### config.mk
export PLATFORM = sky130hd
export DESIGN_NAME = pgc_regs
export DESIGN_NICKNAME = d
export VERILOG_FILES = /design/src/rtl/pgc_pkg.sv /design/src/rtl/pgc_regs.sv /design/src/rtl/pgc_gain_latch.sv
export SDC_FILE = /design/constraint.sdc
export NUM_CORES = 1
export LEC_CHECK = 0
export BUFFER_PORTS_ARGS = -buffer_cell sky130_fd_sc_hd__buf_4
export CORE_MARGIN = 8
export CORE_UTILIZATION = 48
export CTS_BUF_LIST = sky130_fd_sc_hd__clkbuf_4
export CTS_CLUSTER_SIZE = 40
export DETAILED_ROUTE_END_ITERATION = 16
export GPL_ROUTABILITY_DRIVEN = 0
export PLACE_DENSITY_LB_ADDON = 0.2
export SYNTH_ARGS = -nofsm -noshare
export SYNTH_HDL_FRONTEND = slang
export SYNTH_HIERARCHICAL = 1
export SYNTH_SLANG_ARGS = --single-unit
### constraint.sdc
create_clock -name core_clk_i -period 5.9 [get_ports core_clk_i]
set_input_delay 1.77 -clock core_clk_i [delete_from_list [all_inputs] [get_ports core_clk_i]]
set_output_delay 1.77 -clock core_clk_i [all_outputs]
set_load 0.03 [all_outputs]
### src/rtl/pgc_pkg.sv
// Package: register offsets, field layouts and reset values for the
// gain and global configuration register bank.
// Assumes a single 10 MHz core clock domain.
package pgc_pkg;
  localparam int unsigned ADDR_W = 8;
  localparam int unsigned DATA_W = 16;
  localparam int unsigned GAIN_W = 3;
  localparam int unsigned NUM_UPPER = 4;
  localparam int unsigned FIRST_UPPER = 4;
  localparam int unsigned GAIN_STRIDE = 4;
  localparam int unsigned GAIN_LO = 0;

  localparam logic [ADDR_W-1:0] UPPER_GAIN_ADDR = 8'h05;
  localparam logic [ADDR_W-1:0] GLOBAL_CFG_ADDR = 8'h06;

  localparam logic [DATA_W-1:0] UPPER_GAIN_RESET = 16'h0000;
  localparam logic [DATA_W-1:0] GLOBAL_CFG_RESET = 16'h0600;
  localparam logic [DATA_W-1:0] UPPER_GAIN_WMASK = 16'h7777;
  localparam logic [DATA_W-1:0] GLOBAL_CFG_WMASK = 16'hffff;
  localparam logic [DATA_W-1:0] UNMAPPED_READ = 16'h0000;

  localparam int unsigned CHOP_DLY_HI = 12;
  localparam int unsigned CHOP_DLY_LO = 9;
  localparam int unsigned CHOP_EN_BIT = 8;
  localparam int unsigned ALLCH_BIT = 7;
  localparam int unsigned CURRENT_DETECT_ENABLE_BIT = 0;
  localparam int unsigned DLY_CODE_W = 4;
  localparam int unsigned DLY_CNT_W = 17;
  localparam int unsigned NUM_CH = 8;

  localparam logic [DLY_CNT_W-1:0] DLY_ONE = 17'h00001;
  localparam logic [DLY_CNT_W-1:0] DLY_ZERO = 17'h00000;
endpackage : pgc_pkg

### src/rtl/pgc_regs.sv
// Gain and global configuration register bank, with the chop settle
// timer and current-detect trigger combining.
// Assumes a synchronous plain register port and datapath strobes.
// Contract
// - Channel 7 gain code lives in upper gain word bits 14:12, gain 2^n.
// - Channel 6 gain code lives in upper gain word bits 10:8, gain 2^n.
// - Channel 5 gain code lives in upper gain word bits 6:4, gain 2^n.
// - Channel 4 gain code in bits 2:0; all gain fields reset to unity.
// - Config bits 12:9 pick chop settle of 2^(k+1) modulator clocks.
// - Config bit 8 enables global chop; resets to disabled.
// - Config bit 7 clear: any channel triggers; set: all channels needed.
// - Config word at address 06h resets to 0600h.
// - Config bit 0 enables current-detect mode; resets to disabled.
//
// Added by the designer: strobed register access.
module pgc_regs
  import pgc_pkg::*;
(
  input  wire logic                      core_clk_i,
  input  wire logic                      nrst_i,
  input  wire logic [ADDR_W-1:0]         addr_i,
  input  wire logic [DATA_W-1:0]         wdata_i,
  input  wire logic                      wr_i,
  input  wire logic                      rd_i,
  input  wire logic                      mod_tick_i,
  input  wire logic                      chop_phase_i,
  input  wire logic [NUM_UPPER-1:0]      conv_start_i,
  input  wire logic [NUM_CH-1:0]         ch_qualify_i,
  output logic      [DATA_W-1:0]         rdata_o,
  output logic [NUM_UPPER*GAIN_W-1:0]    active_gain_o,
  output logic                           chop_enable_o,
  output logic                           chop_settled_o,
  output logic                           current_detect_enable_o,
  output logic                           detect_trigger_o
);
  // Settle timer: idle while chop is off, counts ticks, then measures
  typedef enum logic [1:0]
  {
    PGC_IDLE   = 2'b00,
    PGC_SETTLE = 2'b01,
    PGC_MEAS   = 2'b10
  } pgc_state_e;

  logic [DATA_W-1:0]       upper_channel_gain_word;
  logic [DATA_W-1:0]       global_config_word;
  logic [NUM_UPPER*GAIN_W-1:0] active_gain;
  logic [DLY_CNT_W-1:0]    settle_cnt;
  logic [DLY_CNT_W-1:0]    next_settle_cnt;
  pgc_state_e              state;
  pgc_state_e              next_state;
  logic                    chop_phase_q;

  function automatic logic [DATA_W-1:0] masked(
    input logic [DATA_W-1:0] old_v,
    input logic [DATA_W-1:0] new_v,
    input logic [DATA_W-1:0] mask
  );
    masked = (new_v & mask) | (old_v & ~mask);
  endfunction : masked

  // Wait is 2^(k+1) ticks; the shift is one bit wider than the code so
  // the top code reaches 2^16 instead of wrapping to a single tick.
  function automatic logic [DLY_CNT_W-1:0] settle_len(
    input logic [DLY_CODE_W-1:0] code
  );
    logic [DLY_CODE_W:0] shift;
    shift = {1'b0, code} + {{DLY_CODE_W{1'b0}}, 1'b1};
    settle_len = DLY_ONE << shift;
  endfunction : settle_len

  wire hit_gain = (addr_i == UPPER_GAIN_ADDR);
  wire hit_cfg  = (addr_i == GLOBAL_CFG_ADDR);
  wire wr_gain  = wr_i && hit_gain;
  wire wr_cfg   = wr_i && hit_cfg;
  wire [DATA_W-1:0] rd_mux = hit_gain ? upper_channel_gain_word :
                             hit_cfg  ? global_config_word : UNMAPPED_READ;
  wire [DATA_W-1:0] gain_wr_value = wdata_i & UPPER_GAIN_WMASK;

  // Reserved gain bits are held at zero even if the host slips.
  always_ff @(posedge core_clk_i or negedge nrst_i)
  begin
    if (!nrst_i)
      upper_channel_gain_word <= UPPER_GAIN_RESET;
    else if (wr_gain)
      upper_channel_gain_word <= gain_wr_value;
  end

  always_ff @(posedge core_clk_i or negedge nrst_i)
  begin
    if (!nrst_i)
      global_config_word <= GLOBAL_CFG_RESET;
    else if (wr_cfg)
      global_config_word <= masked(global_config_word, wdata_i,
                                   GLOBAL_CFG_WMASK);
  end

  // Read data stands one cycle only, zero otherwise
  always_ff @(posedge core_clk_i or negedge nrst_i)
  begin
    if (!nrst_i)
      rdata_o <= UNMAPPED_READ;
    else if (rd_i)
      rdata_o <= rd_mux;
    else
      rdata_o <= UNMAPPED_READ;
  end

  // Channel i+4 field at bits 4*i+2 : 4*i
  genvar gi;
  generate
    for (gi = 0; gi < NUM_UPPER; gi++)
    begin : g_gain
      pgc_gain_latch u_latch (
        .core_clk_i    (core_clk_i),
        .nrst_i        (nrst_i),
        .conv_start_i  (conv_start_i[gi]),
        .reg_code_i    (upper_channel_gain_word[gi*GAIN_STRIDE+GAIN_LO +:
                                                GAIN_W]),
        .active_code_o (active_gain[gi*GAIN_W +: GAIN_W])
      );
    end
  endgenerate

  wire chop_en  = global_config_word[CHOP_EN_BIT];
  wire current_detect_enable    = global_config_word[CURRENT_DETECT_ENABLE_BIT];
  wire all_sel  = global_config_word[ALLCH_BIT];
  wire [DLY_CODE_W-1:0] dly_code =
    global_config_word[CHOP_DLY_HI:CHOP_DLY_LO];
  wire [DLY_CNT_W-1:0] dly_len = settle_len(dly_code);
  wire phase_edge = chop_phase_i != chop_phase_q;
  wire trig = all_sel ? (&ch_qualify_i) : (|ch_qualify_i);
  // A phase flip mid-settle restarts the wait rather than counting on
  wire settle_step = mod_tick_i && !phase_edge;
  wire settle_done = settle_step && (settle_cnt == DLY_ONE);

  always_comb
  begin
    next_state = state;
    next_settle_cnt = settle_cnt;
    case (state)
      PGC_IDLE:
      begin
        // Enabling chop starts a fresh settle
        if (chop_en)
        begin
          next_state = PGC_SETTLE;
          next_settle_cnt = dly_len;
        end
      end
      PGC_SETTLE:
      begin
        if (phase_edge)
        begin
          next_settle_cnt = dly_len;
        end
        else if (settle_step)
        begin
          next_settle_cnt = settle_cnt - DLY_ONE;
        end
        if (settle_done)
        begin
          next_state = PGC_MEAS;
        end
      end
      PGC_MEAS:
      begin
        if (phase_edge)
        begin
          next_state = PGC_SETTLE;
          next_settle_cnt = dly_len;
        end
      end
      default:
      begin
        next_state = PGC_IDLE;
        next_settle_cnt = DLY_ZERO;
      end
    endcase
    if (!chop_en)
    begin
      next_state = PGC_IDLE;
      next_settle_cnt = DLY_ZERO;
    end
  end

  always_ff @(posedge core_clk_i or negedge nrst_i)
  begin
    if (!nrst_i)
    begin
      state        <= PGC_IDLE;
      settle_cnt   <= DLY_ZERO;
      chop_phase_q <= 1'b0;
    end
    else
    begin
      state        <= next_state;
      settle_cnt   <= next_settle_cnt;
      chop_phase_q <= chop_phase_i;
    end
  end

  // Outputs registered so the datapath sees clean levels
  always_ff @(posedge core_clk_i or negedge nrst_i)
  begin
    if (!nrst_i)
    begin
      active_gain_o           <= '0;
      chop_enable_o           <= 1'b0;
      chop_settled_o          <= 1'b0;
      current_detect_enable_o <= 1'b0;
      detect_trigger_o        <= 1'b0;
    end
    else
    begin
      active_gain_o           <= active_gain;
      chop_enable_o           <= chop_en;
      chop_settled_o          <= (next_state == PGC_MEAS);
      current_detect_enable_o <= current_detect_enable;
      detect_trigger_o        <= current_detect_enable && trig;
    end
  end
endmodule : pgc_regs

### src/rtl/pgc_gain_latch.sv
// One channel's gain code, taken from the register only at conversion
// start so a conversion already running keeps its gain.
// Assumes conversion start is a one-cycle pulse from the datapath.
module pgc_gain_latch
  import pgc_pkg::*;
(
  input  wire logic              core_clk_i,
  input  wire logic              nrst_i,
  input  wire logic              conv_start_i,
  input  wire logic [GAIN_W-1:0] reg_code_i,
  output logic      [GAIN_W-1:0] active_code_o
);
  always_ff @(posedge core_clk_i or negedge nrst_i)
  begin
    if (!nrst_i)
      active_code_o <= UPPER_GAIN_RESET[GAIN_W-1:0];
    else if (conv_start_i)
      active_code_o <= reg_code_i;
  end
endmodule : pgc_gain_latch

==> impl_metrics.tcl, run 1 <==
set metrics [dict create \
    io_pins 74 \
    crit_fanout 16 \
    drt_iter0_drc 139 \
    outcome "completed" \
    grt_setup_unrepaired "false" \
    grt.overflow.total 0 \
    min_from "g_gain[0].u_latch/active_code_o[2]" \
    whs_ns 0.384 \
    grt_pass1_vias 3072 \
    cp.buffers_inverters 1 \
    syn_to_final_growth_pct 20.1 \
    core_area_mm2 0.00822 \
    clk_pin_slew_worst_paths_ns 0.15 \
    synth_flop_cell "dfrtp_1" \
    dr.pass1.iters 4 \
    cts_made_buffers 9 \
    drc_errors 0 \
    num-nets-final 460 \
    post_drt_wl_per_cell_um 17.9 \
    peakVddDrop_v 0.000113 \
    postCtsResizedCells 0 \
    synth.area.top_cells "dfrtp_1 (55%), mux2_2 (11%), a22oi_1 (3.0%)" \
    synth-edff-count 0 \
    initial_utilization 0.495 \
    grt_max_degree 59 \
    p_per_area_mw_per_mm2 248 \
    dpl-instance-area_mm2 0.00469 \
    reg2reg_depth 5 \
    grt_pass1_wl_um 15400 \
    total_power_mw 1.21 \
    r2r_slack_ns 3.63 \
    skew_ns 0.0184 \
    r2r-end "settle_cnt[6]" \
    synth_top_family_by_area "simple AND/OR/NAND/NOR gates" \
    p_leak_nw 2.37 \
    vias 3007 \
    clk_latency_ns 0.43 \
    setup_viol 0 \
    fmax_ghz 0.300 \
    worst_pin_slew_ns 1.02 \
    setup.worst_path.class "input pin to flip-flop" \
    hold_path_class "flip-flop to flip-flop" \
    post-synth-top-count-cell "dfrtp_1" \
    async_flop_share 1.00 \
    cts_root_buffer "clkbuf_4" \
    drv_cap 0 \
    worst_path_largest_cell_delay_ns 0.84 \
    critPathArrivalTime_ns 3.68 \
    syn-instance-count 345 \
    dieHeight_um 108 \
    viasPerCell 5.72 \
    fin_crit_ns 3.34 \
    final_antenna_net_count 0 \
    critPathSlowestCell "nor3b_2" \
    finalSetupTns_ns 0 \
    syn_avg_cell_area_um2 11.8 \
    timing.slew.headroom 0.317 \
    clk_path_buf_depth 2 \
    cts_sinks 92 \
    slew_violations 0 \
    syn_nets 389 \
    yosys_register_bits 92 \
    synth_adder_area_share 0.00616 \
    drive_gt1_frac 0.340 \
    netlist_area_mm2 0.00407 \
    ys_top_cells_by_count "dfrtp_1 (90), mux2_2 (40), nor2_1 (27), o21ai_0 (20), a22oi_1 (16)" \
    critical_path.cell_chain "buf_4, nor4_1, nand3b_1, nor3b_2, a22oi_1, nor2b_1" \
    io_buffers 73 \
    synth_simple_gate_area_frac 0.169 \
    antenna_found_initial 0 \
    grtUsageTotal 0.166 \
    post_cts_buffers 0 \
    critPathLaunchType "input pin" \
    synthMuxAreaShare 0.113 \
    critical_path_required_ns 6.24 \
    hold_end "active_gain_o[2]" \
    ctsHoldBuffers 0 \
    hold_viol 0 \
    cts_tree "done" \
    die-area_mm2 0.0117 \
    seq_area_frac_synth 0.567 \
    end_kind "flip-flop" \
    whs_path_depth 0 \
    place_hpwl_um 6590 \
    dieWidth_um 108 \
    synth.distinct_cells 62 \
    synth_area_leader_cell "dfrtp_1" \
    synth_xor_area_frac 0.0105 \
    fin_area_mm2 0.00488 \
    synth-compound-area-share 0.112 \
    htree_levels 3 \
    yosysWarnings 6 \
    antennaDiodeCount 0 \
    synth_top_area_frac 0.554 \
    post-route-period-util 0.565 \
    routed_wl_um 9390 \
    critical_path.top_delay_family "simple AND/OR/NAND/NOR gates" \
    r2r_start "chop_phase_q" \
    core.rowCount 33 \
]
[routing by layer]
metal,global-route usage,vias up,part of all wire
met5,0,-,0
met4,0.0525,0,0.010
met3,0.0506,7,0.062
met2,0.250,93,0.47
met1,0.225,1504,0.45
li1,-,1403,-
[through the flow]
| stage | setup WS, ns | utilization | instances |
|---|---|---|---|
| after detailed placement | 2.18 | 0.571 | 510 |
| after floorplan | 2.79 | - | 345 |
| after global routing | 2.41 | 0.594 | 526 |
| after global placement | 2.20 | 0.571 | 510 |
| after CTS | 2.60 | 0.594 | 526 |
| final | 2.56 | 0.594 | 526 |
[flip-flops by register name, summed over array words and instances (netlist names), 2 cells and up]
register                      cells
active_gain_o                    12
g_gain.u_latch/active_code_o     12
global_config_word               16
rdata_o                          16
settle_cnt                       17
state                             2
upper_channel_gain_word          12
[cells by family after synthesis]
logic type	after synthesis
AO/OA/AOI/OAI	67
XOR/XNOR	4
adder cells (fa/ha/maj)	2
buffers and inverters	21
flip-flops	92
multiplexers	41
AND/OR/NAND/NOR	118
[cell usage in the layout, fill, tap and decap left out, drive strengths merged, types with 3 or more instances in the layout]
master  count
a211oi      3
a21oi       5
a22oi      16
and3        4
buf        75
bufinv      3
clkbuf     11
dfrtp      90
inv         7
mux2       40
nand2      15
nand2b      6
nand3       4
nand4       4
nor2       27
nor2b      15
nor3        9
nor3b       5
nor4        8
o21ai      22
or3         3
or4         6
xnor2       3
[power breakdown]
| part | leakage, nW | internal [mW] | switching [mW] |
|---|---|---|---|
| clock | 0.0992 | 0.227 | 0.208 |
| sequential | 1.27 | 0.651 | 0.0168 |
| combinational | 1.01 | 0.0505 | 0.0587 |
| total | 2.37 | 0.929 | 0.283 |
[area by class of cell]
class	instances	area, um2
fill	695	3330
sequential	92	2300
multi-input combinational	232	1670
timing repair buffer	75	563
tap	105	131
clock inverter	5	109
clock buffer	11	82.6
inverter	6	22.5
[worst max-delay path by stage]
stage	to	cells past startpoint	start
global route	rdata_o[12]	6	addr_i[5]
detailed placement	settle_cnt[16]	6	chop_phase_i
CTS	rdata_o[12]	6	addr_i[5]
floorplan	upper_channel_gain_word[0]	5	addr_i[5]
finish	rdata_o[12]	6	addr_i[5]
global placement	settle_cnt[16]	6	chop_phase_i
No activity file was read; power rests on OpenSTA's default activity.
==> inputs of run 2 (changes only) <==
Settings changed: ABC_AREA set to 1.
Clock period 5.9 ns to 2.9 ns, I/O delays scaled along.
==> run 2 against run 1 <==
Die area is 1.1% higher. Combinational power is 110% higher. Sequential cell count stayed put. Critical path depth is 5 higher. Clock skew is 0.0011 ns lower. Hold slack better by 0.011 ns. Final area is 1.2% higher. Non-clock buffer count is 3 higher. Cell count is 30% higher. Register-to-register slack worse by 2.6 ns. Largest cell class unchanged.
==> impl_metrics.tcl, run 2 <==
set metrics [dict create \
    crit_fanout 16 \
    seq_area_frac_synth 0.560 \
    grt_max_degree 54 \
    p_leak_nw 2.63 \
    reg_top3 "settle_cnt x17, global_config_word x16, rdata_o x16" \
    p_per_area_mw_per_mm2 471 \
    synth.area.top_cells "dfrtp_1 (55%), nand2_1 (16%), o21ai_0 (5.1%)" \
    critPathArrivalTime_ns 2.28 \
    clk_path_buf_depth 2 \
    die-area_mm2 0.0118 \
    hold_path_class "flip-flop to flip-flop" \
    dr.pass1.iters 6 \
    antenna_found_initial 0 \
    io_buffers 73 \
    end_kind "flip-flop" \
    post-route-period-util 0.679 \
    cts_made_buffers 9 \
    viasPerCell 5.21 \
    clk_pin_slew_worst_paths_ns 0.15 \
    htree_levels 3 \
    dpl.cell_count 670 \
    syn_nets 542 \
    critPathLaunchType "input pin" \
    post-synth-top-count-cell "nand2_1" \
    synth-edff-count 0 \
    initial_utilization 0.499 \
    ctsHoldBuffers 0 \
    finalSetupTns_ns 0 \
    skew_ns 0.0172 \
    grt_pass1_vias 3607 \
    core.rowCount 33 \
    dieWidth_um 109 \
    slew_violations 0 \
    regMostFlops "settle_cnt" \
    syn-instance-count 498 \
    routed_wl_um 9790 \
    drive_gt1_frac 0.188 \
    wirelength_met1_um 4280 \
    fin_crit_ns 1.97 \
    antennaDiodeCount 0 \
    drt_iter0_drc 181 \
    post_drt_wl_per_cell_um 14.3 \
    timing.slew.headroom 0.556 \
    place_hpwl_um 7270 \
    r2r_slack_ns 1.07 \
    netlist_area_mm2 0.00412 \
    critical_path_required_ns 3.21 \
    synth.distinct_cells 33 \
    syn_to_final_growth_pct 19.9 \
    io_pins 74 \
    clk_latency_ns 0.44 \
    final_common_cell "nand2_1" \
    final_cell_mix "nand2_1 (177), dfrtp_1 (90), buf_4 (77), inv_1 (45), o21ai_0 (42)" \
    post_cts_buffers 0 \
    synth_flop_cell "dfrtp_1" \
    drc_errors 0 \
    drv_cap 0 \
    setup_viol 0 \
    fmax_ghz 0.508 \
    grt_setup_unrepaired "false" \
    wl_met3_um 997 \
    critical_path.top_delay_family "simple AND/OR/NAND/NOR gates" \
    final_cell_count_no_fill 686 \
    grt.overflow.total 0 \
    syn_avg_cell_area_um2 8.27 \
    worst_path_largest_cell_delay_ns 0.36 \
    synth_area_leader_cell "dfrtp_1" \
    top_layer_used "met4" \
    peakVddDrop_v 0.000234 \
    async_flop_share 1.00 \
    postCtsResizedCells 0 \
    cts_sinks 92 \
    synth_top_area_frac 0.547 \
    cpMostUsedCell "nand2_2" \
    yosys_register_bits 92 \
    worst_pin_slew_ns 0.666 \
    critPathSlowestCell "o21ai_4" \
    route.met2.wl_um 4300 \
    hold_viol 0 \
    ys_top_cells_by_count "nand2_1 (177), dfrtp_1 (90), inv_1 (45), o21ai_0 (42), nand3_1 (33)" \
    grtUsageTotal 0.178 \
    cp.buffers_inverters 3 \
    critical_path.cell_chain "buf_4, inv_1, nand2_2, nand2_4, inv_2, nor2_8, nand2_2, o21ai_4, nor2_4, nand2_1, o21ai_0" \
    cts_root_buffer "clkbuf_4" \
    core_area_mm2 0.00826 \
    dieHeight_um 109 \
    largest_register_ffs 17 \
    num-nets-final 620 \
    cts_tree "done" \
    grt_pass1_wl_um 16800 \
    vias 3573 \
    setup.worst_path.class "input pin to flip-flop" \
    outcome "completed" \
    final_antenna_net_count 0 \
    yosysWarnings 6 \
]
## run 2: changes by cell type after synthesis, moves of 5 or more
cell	previous run	this run
inv_2	0	6
o21ai_0	20	42
inv_1	6	45
nand3_1	4	33
or4_1	5	0
mux2_2	40	0
nand2b_1	6	0
a22oi_1	16	0
nor2b_1	15	0
nor2_1	27	32
a21oi_1	5	19
nand2_1	15	177
## run 2: path summary, 6_finish.rpt
| path | startpoint | end | cells past startpoint |
|---|---|---|---|
| setup / recovery | chop_phase_i | settle_cnt[1] | 11 |
| hold / removal | g_gain[2].u_latch/active_code_o[1] | active_gain_o[7] | 0 |
| setup reg to reg | chop_phase_q | settle_cnt[1] | 10 |
| hold reg to reg | g_gain[2].u_latch/active_code_o[1] | active_gain_o[7] | 0 |
| max in group asynchronous | nrst_i | rdata_o[11] | 2 |
| min in group asynchronous | nrst_i | active_gain_o[6] | 1 |
## run 2: layout make-up
class	count	area [um2]
Multi-Input combinational cell	343	1560
Timing Repair Buffer	78	598
Clock inverter	6	72.6
Inverter	52	195
Clock buffer	10	75.1
Fill cell	750	3320
Tap cell	105	131
Sequential cell	92	2300
## run 2: logic make-up (layout without fill, tap and decap cells)
logic type,Yosys count,in the layout,synth area share
buffers and inverters,63,146,0.0611
AOI/OAI and AO/OA,72,72,0.0936
adders and majority gates,2,2,0.00607
DFF,92,92,0.560
xor gates and xnor gates,4,4,0.00851
and+or+nand+nor,265,265,0.271
## run 2: power by group
group / internal [mW] / switching [mW]
Clock: 0.284 / 0.462
Sequential: 1.32 / 0.0286
Combinational: 0.0874 / 0.140
## run 2: per-layer routing
layer,vias to the layer above,GRT usage
met5,-,0
met4,0,0.0772
met3,19,0.0578
met2,154,0.271
met1,1658,0.229
li1,1742,-
## run 2: through the flow
stage	cell area [um2]	setup slack, ns	total power, mW	utilization	hold slack (ns)
2_1_floorplan	4120	0.975	1.48	-	0.354
3_3_place_gp	4790	0.553	1.60	0.580	0.357
3_5_place_dp	4790	0.497	1.61	0.580	0.362
4_1_cts	4940	0.979	2.34	0.598	0.396
5_1_grt	4940	0.811	2.42	0.598	0.410
6_report	4940	0.931	2.33	0.598	0.395
## run 2: worst reg2reg max path: stages (launching register included)
cell and delay (ns):
dfrtp_1 0.40, inv_1 0.07, nand2_2 0.06, nand2_4 0.11, inv_2 0.09, nor2_8 0.18
nand2_2 0.09, o21ai_4 0.36, nor2_4 0.17, nand2_1 0.09, o21ai_0 0.10
